===== src/rtl/lstr_map.vh =====
// Register map, field positions and codes of the trigger response block
`ifndef LSTR_MAP_VH
`define LSTR_MAP_VH

`define LSTR_ADDR_W 8
// Byte addresses of the registers
`define LSTR_OFF_TRIG_DEF 8'h00
`define LSTR_OFF_TTC 8'h04
`define LSTR_OFF_CONFIG 8'h08
`define LSTR_OFF_CONN_COND 8'h0C
`define LSTR_OFF_CONN_MASK 8'h10
`define LSTR_OFF_RCV_COND_B 8'h14
`define LSTR_OFF_CUR_TX 8'h18
`define LSTR_OFF_MODE_TWO 8'h1C
`define LSTR_OFF_NOISE_THR 8'h20
`define LSTR_OFF_SCRUB_THR 8'h24

// Trigger definition fields
`define LSTR_TD_MODE_LSB 0
`define LSTR_TD_MODE_MSB 2
`define LSTR_TD_SUPER_IDLE_LINE_STATE 3
`define LSTR_TD_MLS 4
`define LSTR_TD_HLS 5
`define LSTR_TD_QLS 6
`define LSTR_TD_NT 7
// Other single-bit fields
`define LSTR_CC_TCO 0
`define LSTR_CM_TRIGGER_OCCURRED_MASK 0
`define LSTR_RB_CSE 0
`define LSTR_M2_SCRUB 0

// Transmit modes
`define LSTR_TX_QUIET 3'h6

// Received line state codes
`define LSTR_LS_ACTIVE 3'h0
`define LSTR_LS_IDLE 3'h1
`define LSTR_LS_HALT 3'h2
`define LSTR_LS_MASTER 3'h3
`define LSTR_LS_QUIET 3'h4
`define LSTR_LS_NOISE 3'h5
`define LSTR_LS_UNKNOWN 3'h6

// Idle persistence: eight pairs plus one
`define LSTR_IDLE_PAIRS 4'h9
`define LSTR_NOISE_RST 16'hFFFF
`define LSTR_SCRUB_RST 16'h0010

// Scrub output symbols
`define LSTR_SYM_INVALID 2'h1
`define LSTR_SYM_IDLE 2'h2
`define LSTR_SYM_PASS 2'h0
`define LSTR_SCRUB_INV_CNT 2'h2

`endif


===== src/rtl/lstr_trigger.v =====
// Line state trigger response with APB register access
`timescale 1ns/1ps
// Overview of operation
// - Trigger definition bits 3-7 enable super idle, master, halt, quiet, noise.
// - Any enabled met condition sets trigger occurred flag automatically.
// - On trigger, bits 0-2 load current transmit state.
// - With mask set, flag rising sets connection service event bit.
// - Transmit mode 110 means quiet transmit.
// - On trigger, trigger transition configuration loads configuration register.
// - Configuration reload always accompanies transmit reload; no separate enable.
// - Software configuration writes ignored while trigger reload is in progress.
// - Scrub enabled: two invalid symbols, then idles for scrub time, then switch.
// - Noise counter decrements on noise/unknown/active, reloads otherwise; expiry triggers.
// - Super idle after idle persists eight pairs plus one pair.
module lstr_trigger (
   // APB
   input wire pclk,
   input wire presetn,
   input wire psel,
   input wire penable,
   input wire pwrite,
   input wire [7:0] paddr,
   input wire [31:0] pwdata,
   output wire [31:0] prdata,
   output wire pready,
   output wire pslverr,
   // Receive line state
   input wire pair_valid,
   input wire [2:0] rx_line_state,
   input wire signal_detect,
   // Transmit and switch
   output wire [2:0] current_transmit_state,
   output wire [7:0] configuration,
   output wire [1:0] scrub_symbol,
   output wire scrub_active
);
`include "lstr_map.vh"

   localparam ST_IDLE = 2'b00;
   localparam ST_INVAL = 2'b01;
   localparam ST_SCRUB = 2'b10;
   localparam ST_LOAD = 2'b11;

   // -------------------------------------------------------------
   // Registers
   // -------------------------------------------------------------
   reg [7:0] trigger_definition_q;
   reg [7:0] ttc_q;
   reg [7:0] config_q;
   reg tco_q;
   reg trigger_occurred_mask_q;
   reg cse_q;
   reg [2:0] cur_tx_q;
   reg scrub_en_q;
   reg [15:0] noise_thr_q;
   reg [15:0] noise_cnt_q;
   reg [15:0] scrub_thr_q;
   reg [15:0] scrub_cnt_q;
   reg [1:0] inv_cnt_q;
   reg [1:0] state_q;
   reg [1:0] state_d;
   reg [31:0] prdata_q;
   reg [31:0] rd_d;
   reg slverr_q;

   wire super_idle_line_state;
   wire noise_expired;
   wire wr_acc;
   wire rd_acc;
   wire trig_fire;
   wire reload_busy;
   reg addr_hit;

   function [31:0] lstr_pad8;
      input [7:0] v;
      begin
         lstr_pad8 = {24'h000000, v};
      end
   endfunction

   function wr_at;
      input [7:0] a;
      begin
         wr_at = wr_acc && (paddr == a);
      end
   endfunction

   lstr_idle_timer u_idle (
      .pclk(pclk),
      .presetn(presetn),
      .pair_valid(pair_valid),
      .rx_line_state(rx_line_state),
      .super_idle_line_state(super_idle_line_state)
   );

   // -------------------------------------------------------------
   // APB slave: zero wait states
   // -------------------------------------------------------------
   assign pready = 1'b1;
   assign wr_acc = psel && penable && pwrite;
   assign rd_acc = psel && !penable && !pwrite;

   always @* begin
      addr_hit = 1'b1;
      rd_d = 32'h00000000;
      case (paddr)
         `LSTR_OFF_TRIG_DEF: rd_d = lstr_pad8(trigger_definition_q);
         `LSTR_OFF_TTC: rd_d = lstr_pad8(ttc_q);
         `LSTR_OFF_CONFIG: rd_d = lstr_pad8(config_q);
         `LSTR_OFF_CONN_COND: rd_d = {31'h00000000, tco_q};
         `LSTR_OFF_CONN_MASK: rd_d = {31'h00000000, trigger_occurred_mask_q};
         `LSTR_OFF_RCV_COND_B: rd_d = {31'h00000000, cse_q};
         `LSTR_OFF_CUR_TX: rd_d = {29'h00000000, cur_tx_q};
         `LSTR_OFF_MODE_TWO: rd_d = {31'h00000000, scrub_en_q};
         `LSTR_OFF_NOISE_THR: rd_d = {16'h0000, noise_thr_q};
         `LSTR_OFF_SCRUB_THR: rd_d = {16'h0000, scrub_thr_q};
         default: addr_hit = 1'b0;
      endcase
   end

   // Read data captured in setup so it is stable through the access
   always @(posedge pclk or negedge presetn) begin
      if (!presetn) begin
         prdata_q <= 32'h00000000;
         slverr_q <= 1'b0;
      end else if (psel && !penable) begin
         slverr_q <= !addr_hit;
         if (rd_acc) begin
            prdata_q <= rd_d;
         end
      end
   end

   assign prdata = prdata_q;
   assign pslverr = psel && penable && slverr_q;

   // -------------------------------------------------------------
   // Noise counter
   // -------------------------------------------------------------
   always @(posedge pclk or negedge presetn) begin
      if (!presetn) begin
         noise_cnt_q <= `LSTR_NOISE_RST;
      end else if (!signal_detect) begin
         noise_cnt_q <= noise_thr_q;
      end else if (rx_line_state == `LSTR_LS_NOISE ||
                   rx_line_state == `LSTR_LS_UNKNOWN ||
                   rx_line_state == `LSTR_LS_ACTIVE) begin
         if (pair_valid && noise_cnt_q != 16'h0000) begin
            noise_cnt_q <= noise_cnt_q - 16'h0001;
         end
      end else begin
         noise_cnt_q <= noise_thr_q;
      end
   end

   assign noise_expired = (noise_cnt_q == 16'h0000);

   // -------------------------------------------------------------
   // Trigger detection
   // -------------------------------------------------------------
   assign trig_fire = state_q == ST_IDLE && (
      (trigger_definition_q[`LSTR_TD_SUPER_IDLE_LINE_STATE] && super_idle_line_state) ||
      (trigger_definition_q[`LSTR_TD_MLS] &&
         rx_line_state == `LSTR_LS_MASTER) ||
      (trigger_definition_q[`LSTR_TD_HLS] &&
         rx_line_state == `LSTR_LS_HALT) ||
      (trigger_definition_q[`LSTR_TD_QLS] &&
         rx_line_state == `LSTR_LS_QUIET) ||
      (trigger_definition_q[`LSTR_TD_NT] && noise_expired));

   // Level conditions would retrigger every cycle; one response per
   // event is held off until the flag is cleared by software.
   wire trig_event;
   assign trig_event = trig_fire && !tco_q;

   // -------------------------------------------------------------
   // Response sequencer: optional scrub then configuration load
   // -------------------------------------------------------------
   always @* begin
      state_d = state_q;
      case (state_q)
         ST_IDLE: begin
            if (trig_event) begin
               state_d = scrub_en_q ? ST_INVAL : ST_LOAD;
            end
         end
         ST_INVAL: begin
            if (inv_cnt_q == `LSTR_SCRUB_INV_CNT - 2'h1) begin
               state_d = ST_SCRUB;
            end
         end
         ST_SCRUB: begin
            if (scrub_cnt_q == 16'h0000) begin
               state_d = ST_LOAD;
            end
         end
         ST_LOAD: state_d = ST_IDLE;
         default: state_d = ST_IDLE;
      endcase
   end

   assign reload_busy = (state_q != ST_IDLE) || trig_event;

   always @(posedge pclk or negedge presetn) begin
      if (!presetn) begin
         state_q <= ST_IDLE;
         inv_cnt_q <= 2'h0;
         scrub_cnt_q <= 16'h0000;
      end else begin
         state_q <= state_d;
         if (state_q == ST_INVAL) begin
            inv_cnt_q <= inv_cnt_q + 2'h1;
         end else begin
            inv_cnt_q <= 2'h0;
         end
         if (state_q == ST_INVAL) begin
            scrub_cnt_q <= scrub_thr_q;
         end else if (state_q == ST_SCRUB && scrub_cnt_q != 16'h0000) begin
            scrub_cnt_q <= scrub_cnt_q - 16'h0001;
         end
      end
   end

   assign scrub_active = (state_q == ST_INVAL) || (state_q == ST_SCRUB);
   assign scrub_symbol = (state_q == ST_INVAL) ? `LSTR_SYM_INVALID :
                         (state_q == ST_SCRUB) ? `LSTR_SYM_IDLE :
                         `LSTR_SYM_PASS;

   // -------------------------------------------------------------
   // Software registers and trigger effects
   // -------------------------------------------------------------
   always @(posedge pclk or negedge presetn) begin
      if (!presetn) begin
         trigger_definition_q <= 8'h00;
         ttc_q <= 8'h00;
         config_q <= 8'h00;
         tco_q <= 1'b0;
         trigger_occurred_mask_q <= 1'b0;
         cse_q <= 1'b0;
         cur_tx_q <= 3'h0;
         scrub_en_q <= 1'b0;
         noise_thr_q <= `LSTR_NOISE_RST;
         scrub_thr_q <= `LSTR_SCRUB_RST;
      end else begin
         if (wr_at(`LSTR_OFF_TRIG_DEF)) begin
            trigger_definition_q <= pwdata[7:0];
         end
         if (wr_at(`LSTR_OFF_TTC)) begin
            ttc_q <= pwdata[7:0];
         end
         if (wr_at(`LSTR_OFF_CONN_MASK)) begin
            trigger_occurred_mask_q <= pwdata[`LSTR_CM_TRIGGER_OCCURRED_MASK];
         end
         if (wr_at(`LSTR_OFF_MODE_TWO)) begin
            scrub_en_q <= pwdata[`LSTR_M2_SCRUB];
         end
         if (wr_at(`LSTR_OFF_NOISE_THR)) begin
            noise_thr_q <= pwdata[15:0];
         end
         if (wr_at(`LSTR_OFF_SCRUB_THR)) begin
            scrub_thr_q <= pwdata[15:0];
         end
         // Write one to clear; a trigger in the same cycle wins
         if (trig_event) begin
            tco_q <= 1'b1;
         end else if (wr_at(`LSTR_OFF_CONN_COND) &&
                      pwdata[`LSTR_CC_TCO]) begin
            tco_q <= 1'b0;
         end
         if (trig_event && trigger_occurred_mask_q) begin
            cse_q <= 1'b1;
         end else if (wr_at(`LSTR_OFF_RCV_COND_B) &&
                      pwdata[`LSTR_RB_CSE]) begin
            cse_q <= 1'b0;
         end
         // Quiet code passes straight through like every other mode
         if (trig_event) begin
            cur_tx_q <= trigger_definition_q[`LSTR_TD_MODE_MSB:
                                             `LSTR_TD_MODE_LSB];
         end else if (wr_at(`LSTR_OFF_CUR_TX)) begin
            cur_tx_q <= pwdata[2:0];
         end
         if (state_q == ST_LOAD) begin
            config_q <= ttc_q;
         end else if (wr_at(`LSTR_OFF_CONFIG) && !reload_busy) begin
            config_q <= pwdata[7:0];
         end
      end
   end

   assign current_transmit_state = cur_tx_q;
   assign configuration = config_q;

endmodule


===== src/rtl/lstr_idle_timer.v =====
// Idle persistence timer that raises super idle line state
`timescale 1ns/1ps
module lstr_idle_timer (
   // Clock and reset
   input wire pclk,
   input wire presetn,
   // Receive side
   input wire pair_valid,
   input wire [2:0] rx_line_state,
   // Result
   output wire super_idle_line_state
);
`include "lstr_map.vh"

   reg [3:0] idle_cnt_q;
   reg [3:0] idle_cnt_d;

   always @* begin
      idle_cnt_d = idle_cnt_q;
      if (rx_line_state != `LSTR_LS_IDLE) begin
         idle_cnt_d = 4'h0;
      end else if (pair_valid && idle_cnt_q != `LSTR_IDLE_PAIRS) begin
         idle_cnt_d = idle_cnt_q + 4'h1;
      end
   end

   always @(posedge pclk or negedge presetn) begin
      if (!presetn) begin
         idle_cnt_q <= 4'h0;
      end else begin
         idle_cnt_q <= idle_cnt_d;
      end
   end

   assign super_idle_line_state = (idle_cnt_q == `LSTR_IDLE_PAIRS);

endmodule


===== config.mk =====
export PLATFORM = sky130hd
export DESIGN_NAME = lstr_trigger
export DESIGN_NICKNAME = d
export VERILOG_FILES = /design/src/rtl/lstr_trigger.v /design/src/rtl/lstr_idle_timer.v
export VERILOG_INCLUDE_DIRS = /design/src /design/src/rtl
export SDC_FILE = /design/constraint.sdc
export NUM_CORES = 1
export LEC_CHECK = 0
export ABC_AREA = 0
export BUFFER_PORTS_ARGS = -buffer_cell sky130_fd_sc_hd__buf_2
export CAP_MARGIN = 25
export CORE_MARGIN = 2
export CORE_UTILIZATION = 25
export CTS_BUF_LIST = sky130_fd_sc_hd__clkbuf_8
export CTS_CLUSTER_SIZE = 12
export DETAILED_ROUTE_END_ITERATION = 10
export HOLD_SLACK_MARGIN = 0.08
export PLACE_DENSITY_LB_ADDON = 0.05
export SYNTH_ARGS = -nofsm -noshare
export SYNTH_HDL_FRONTEND = slang
export SYNTH_SLANG_ARGS = --single-unit

===== constraint.sdc =====
create_clock -name pclk -period 2.25 [get_ports pclk]
set_input_delay 0.5625 -clock pclk [delete_from_list [all_inputs] [get_ports pclk]]
set_output_delay 0.5625 -clock pclk [all_outputs]
set_load 0.05 [all_outputs]

==> summary by stage <==
Outcome
The flow ran to the end, but the final reports show violations. The final reports fail on negative setup slack.

Power and ir drop
The maximum VDD drop is 0.3529 mV. Dividing total power by cell area gives a power density of roughly 960 nW/um2. The total power is 0.007954 W. The leakage power is 3.798 nW.

Synthesis
Ranked by total cell area, the synthesized netlist is headed by sky130_fd_sc_hd__dfrtp_1 34%, sky130_fd_sc_hd__dfstp_2 14%, sky130_fd_sc_hd__mux2_2 13%. The number of instances in the synthesized netlist is 575. The biggest area contributor in the post-synthesis netlist is sky130_fd_sc_hd__dfrtp_1. The synthesized design contains 120 register bits. The dominant register cell in the synthesized netlist is sky130_fd_sc_hd__dfrtp_1. The top cell type by area accounts for between 30% and 40% of the synthesized area. The async set or reset register ratio after synthesis is 100.0%. The average cell area after synthesis is 11.12 um2. For this run, the register share of the synthesized area comes to 47.60%.

The count of cell types in the netlist is between 60 and 70. The area of the mapped netlist is between 6000 and 7000 um2. Among all cell types in the netlist, the one instantiated most often is sky130_fd_sc_hd__dfrtp_1. After synthesis, the most frequently instantiated cells are 87 x sky130_fd_sc_hd__dfrtp_1, 72 x sky130_fd_sc_hd__mux2_2, 46 x sky130_fd_sc_hd__nor2_1. The Yosys step of the flow raised 0 warnings. The number of enable-type register cells in the synthesized netlist is 0.

Place
Detailed placement finished with a half-perimeter wire length of around 15000 um. The weighted congestion at the end of routability-driven global placement is 0.8051. OpenSTA, run right after detailed placement, puts the worst setup slack at -0.4241 ns. In this run the tool buffered the top-level ports with 64 buffer cells. In this run, placement finished with an instance count of 1024.

Critical path
Measured in cells, the most critical reg-to-reg path has a length of 6. The peak fanout along the critical path is 5. The critical path in this run is classified as flip-flop to flip-flop. STA classifies the critical path startpoint as a flip-flop.

The critical path endpoint category is a flip-flop. The worst path arrival time is 2.68 ns. For the worst setup path, the data required time is approximately 2.6 ns.

STA
The routed design could run at a clock period as short as 2.343 ns. The share of the clock period used by the worst path after layout is 104.1%. The final count of hold timing violations is 0.

The number of endpoints failing setup at the final stage is 10. Across the routed clock network, the largest skew measured is roughly 0.018 ns. Static timing analysis puts the maximum clock frequency at 426.8 MHz.

After layout, the worst setup slack is -0.09327 ns. Setup repair after global routing could not meet its margin everywhere. The worst-case hold slack is around 0.36 ns. The headroom to the max-slew limit is 64.17%. The number of pins with negative max-slew slack in the final report came to 0. For the pin with the worst max-slew slack, the measured transition is 0.5374 ns.

Floorplan
Once the floorplan was initialized, standard cells occupied 25.40% of the core. The die covers 26870 um2. The region available for standard cell placement spans ~25000 um2. The height of the chip is 163.9 um. The number of rows created at floorplan is between 50 and 60. The overall die width is 163.9 um. 98 I/O pins were placed.

Route
The ratio of routed vias to standard cells is 4.708. The wire length reported by the detailed router is 19770 um. The sum of met2 wire segment lengths after detailed routing is 9362 um. For this run, design rule violations remaining after detail routing come to 0.

The final route contains 5009 vias. In the final routed layout, each cell accounts on average for 18.58 um. The number of routed nets with antenna violations is 0. After the first detailed-routing iteration, the DRC count stood at 235. The first-pass detailed-route iteration total is 4. The detailed router put a total of 9592 um of wire on met1. The highest metal layer used by the detailed router is met4.

The met3 wire length is 658 um.

GRT
The wire length of the first global-routing pass is 30910 um. The via count of the first global-routing pass is between 5000 and 6000. Entering global routing, the biggest net connects 45 pins. The number of antenna violations at the first check in global routing is 0. For this run the aggregate overflow at the end of global routing stands at 0. For this run, the total global-route usage over all layers was measured as 15.32%.

Clock network
The clock tree from TritonCTS is built. In this run the number of H-tree levels came out at 4. The number of sinks on the clock net is 120. Counting the buffers created by CTS gives 17. The clock root buffer master is sky130_fd_sc_hd__clkbuf_8. In this run the deepest clock path goes through 2 buffers. After clock tree synthesis, the clock-pin slew on the worst setup and hold paths is 0.08 ns.

For the worst-skew pair, the clock arrives at the later sink with an insertion delay of roughly 0.46 ns.

Final layout
The sequential cells in the finished layout cover a total of slightly above 3000 um2. After filler insertion, the fill cell instance count of the layout stands at about 2600. In the final layout, the multi-input gates occupy 3208 um2. The layout overhead on the synthesized area is 29.94%. 0 antenna diodes ended up in the layout. Cells with a size suffix above 1 make up 45.10% of the layout. The count of cells in the finished layout, fillers not included, comes to 1064. At the end of the flow, the number of nets in the layout was 783.

Worst hold path
In this run the worst hold path is classified as input pin to flip-flop. The worst hold path passes through 2 cells.

Job
The number of max-capacitance violations reported is 0.
layout by cell type (no fill, tap or decap), types with 6 or more instances in the layout:
cell type	count
sky130_fd_sc_hd__a22oi_1	7
sky130_fd_sc_hd__nand4_1	10
sky130_fd_sc_hd__a221oi_1	10
sky130_fd_sc_hd__or4_4	6
sky130_fd_sc_hd__o211ai_1	11
sky130_fd_sc_hd__nor2_1	45
sky130_fd_sc_hd__nor2b_1	8
sky130_fd_sc_hd__mux2_4	9
sky130_fd_sc_hd__a21oi_1	7
sky130_fd_sc_hd__mux2i_1	7
sky130_fd_sc_hd__clkbuf_8	19
sky130_fd_sc_hd__nand3_1	10
sky130_fd_sc_hd__dfrtp_1	87
sky130_fd_sc_hd__buf_12	8
sky130_fd_sc_hd__nor3_1	12
sky130_fd_sc_hd__inv_1	17
sky130_fd_sc_hd__buf_2	61
sky130_fd_sc_hd__xnor2_1	7
sky130_fd_sc_hd__xor2_1	16
sky130_fd_sc_hd__ha_1	10
sky130_fd_sc_hd__dfstp_2	33
sky130_fd_sc_hd__nand2_1	38
sky130_fd_sc_hd__buf_4	77
sky130_fd_sc_hd__conb_1	17
sky130_fd_sc_hd__buf_6	6
sky130_fd_sc_hd__mux2_2	72
sky130_fd_sc_hd__o21ai_0	30
timing repair:
action | CTS | global route
gates cloned | 0 | 1
endpoints found under the setup margin | 19 | 22
resized for setup | 10 | 15
endpoints found under the hold margin | 17 | 0
buffers inserted | 2 | 4
hold buffers | 1 | 0
pin swaps | 4 | 6
per-layer routing:
metal,track usage [%],vias to the layer above
met5,0,-
met4,3.349,0
met3,3.232,11
met2,24.94,100
met1,20.92,2516
li1,-,2382
where the power goes:
part / total (W) / leakage, nW / internal, W / switching, W
logic: 0.00313 / 2.09 / 0.00139 / 0.00174
clock network: 0.00218 / 0.205 / 0.00117 / 0.00102
registers: 0.00264 / 1.51 / 0.00245 / 0.000197
final timing paths:
path,start,endpoint,slack (ns)
max,noise_cnt_q[10],configuration[1],-0.09
max in group asynchronous,presetn,noise_cnt_q[10],0.97
min reg2reg,inv_cnt_q[0],inv_cnt_q[0],0.43
max reg2reg,noise_cnt_q[10],configuration[1],-0.09
min,pwdata[12],scrub_thr_q[12],0.36
min in group asynchronous,presetn,scrub_cnt_q[12],0.56
area by class of cell:
class / count / area share (%)
clock inverters: 13 / 2.033
repair buffers: 154 / 13.79
well taps: 330 / 4.969
inverters: 18 / 0.8131
flip-flops and latches: 120 / 36.64
clock buffers: 19 / 3.147
multi-input cells: 410 / 38.61
kinds of logic (layout without fill, tap and decap cells):
kind of cell	after synthesis	in the layout	share of synthesized area [%]
and+or+nand+nor	168	168	14.38
DFF	120	120	47.60
AOI/OAI and AO/OA	99	99	11.19
muxes	91	91	16.12
buffers and inverters	60	204	5.087
xor gates and xnor gates	23	23	3.150
adders and majority gates	12	12	2.348
other	2	17	0.1174
state kept, by name, indices dropped and copies added, names as in the netlist:
signal,flops
prdata,16
scrub_thr_q,16
current_transmit_state,3
scrub_cnt_q,16
tco_q,1
noise_cnt_q,16
scrub_en_q,1
noise_thr_q,16
configuration,8
cse_q,1
u_idle.idle_cnt_q,4
state_q,2
inv_cnt_q,2
trigger_definition_q,8
ttc_q,8
trigger_occurred_mask_q,1
slverr_q,1
worst max-delay path, stage by stage, from the launching register on:
cell	delay (ns)
sky130_fd_sc_hd__dfstp_2	0.38
sky130_fd_sc_hd__or4_4	0.54
sky130_fd_sc_hd__or3_4	0.42
sky130_fd_sc_hd__o221ai_4	0.17
sky130_fd_sc_hd__buf_6	0.17
sky130_fd_sc_hd__mux2_4	0.30
sky130_fd_sc_hd__mux2_2	0.26
metrics by stage:
| stage | setup TNS, ns | cell area [um2] | utilization, % |
|---|---|---|---|
| floorplan | -1.364 | 6511 | - |
| global placement | -7.417 | 7675 | 30.48 |
| detailed placement | -8.784 | 7675 | 30.48 |
| CTS | -0.7683 | 8167 | 32.43 |
| global route | -1.526 | 8309 | 33.00 |
| finish | -0.5907 | 8309 | 33.00 |
Note: power is estimated with default switching activity, not from simulation.
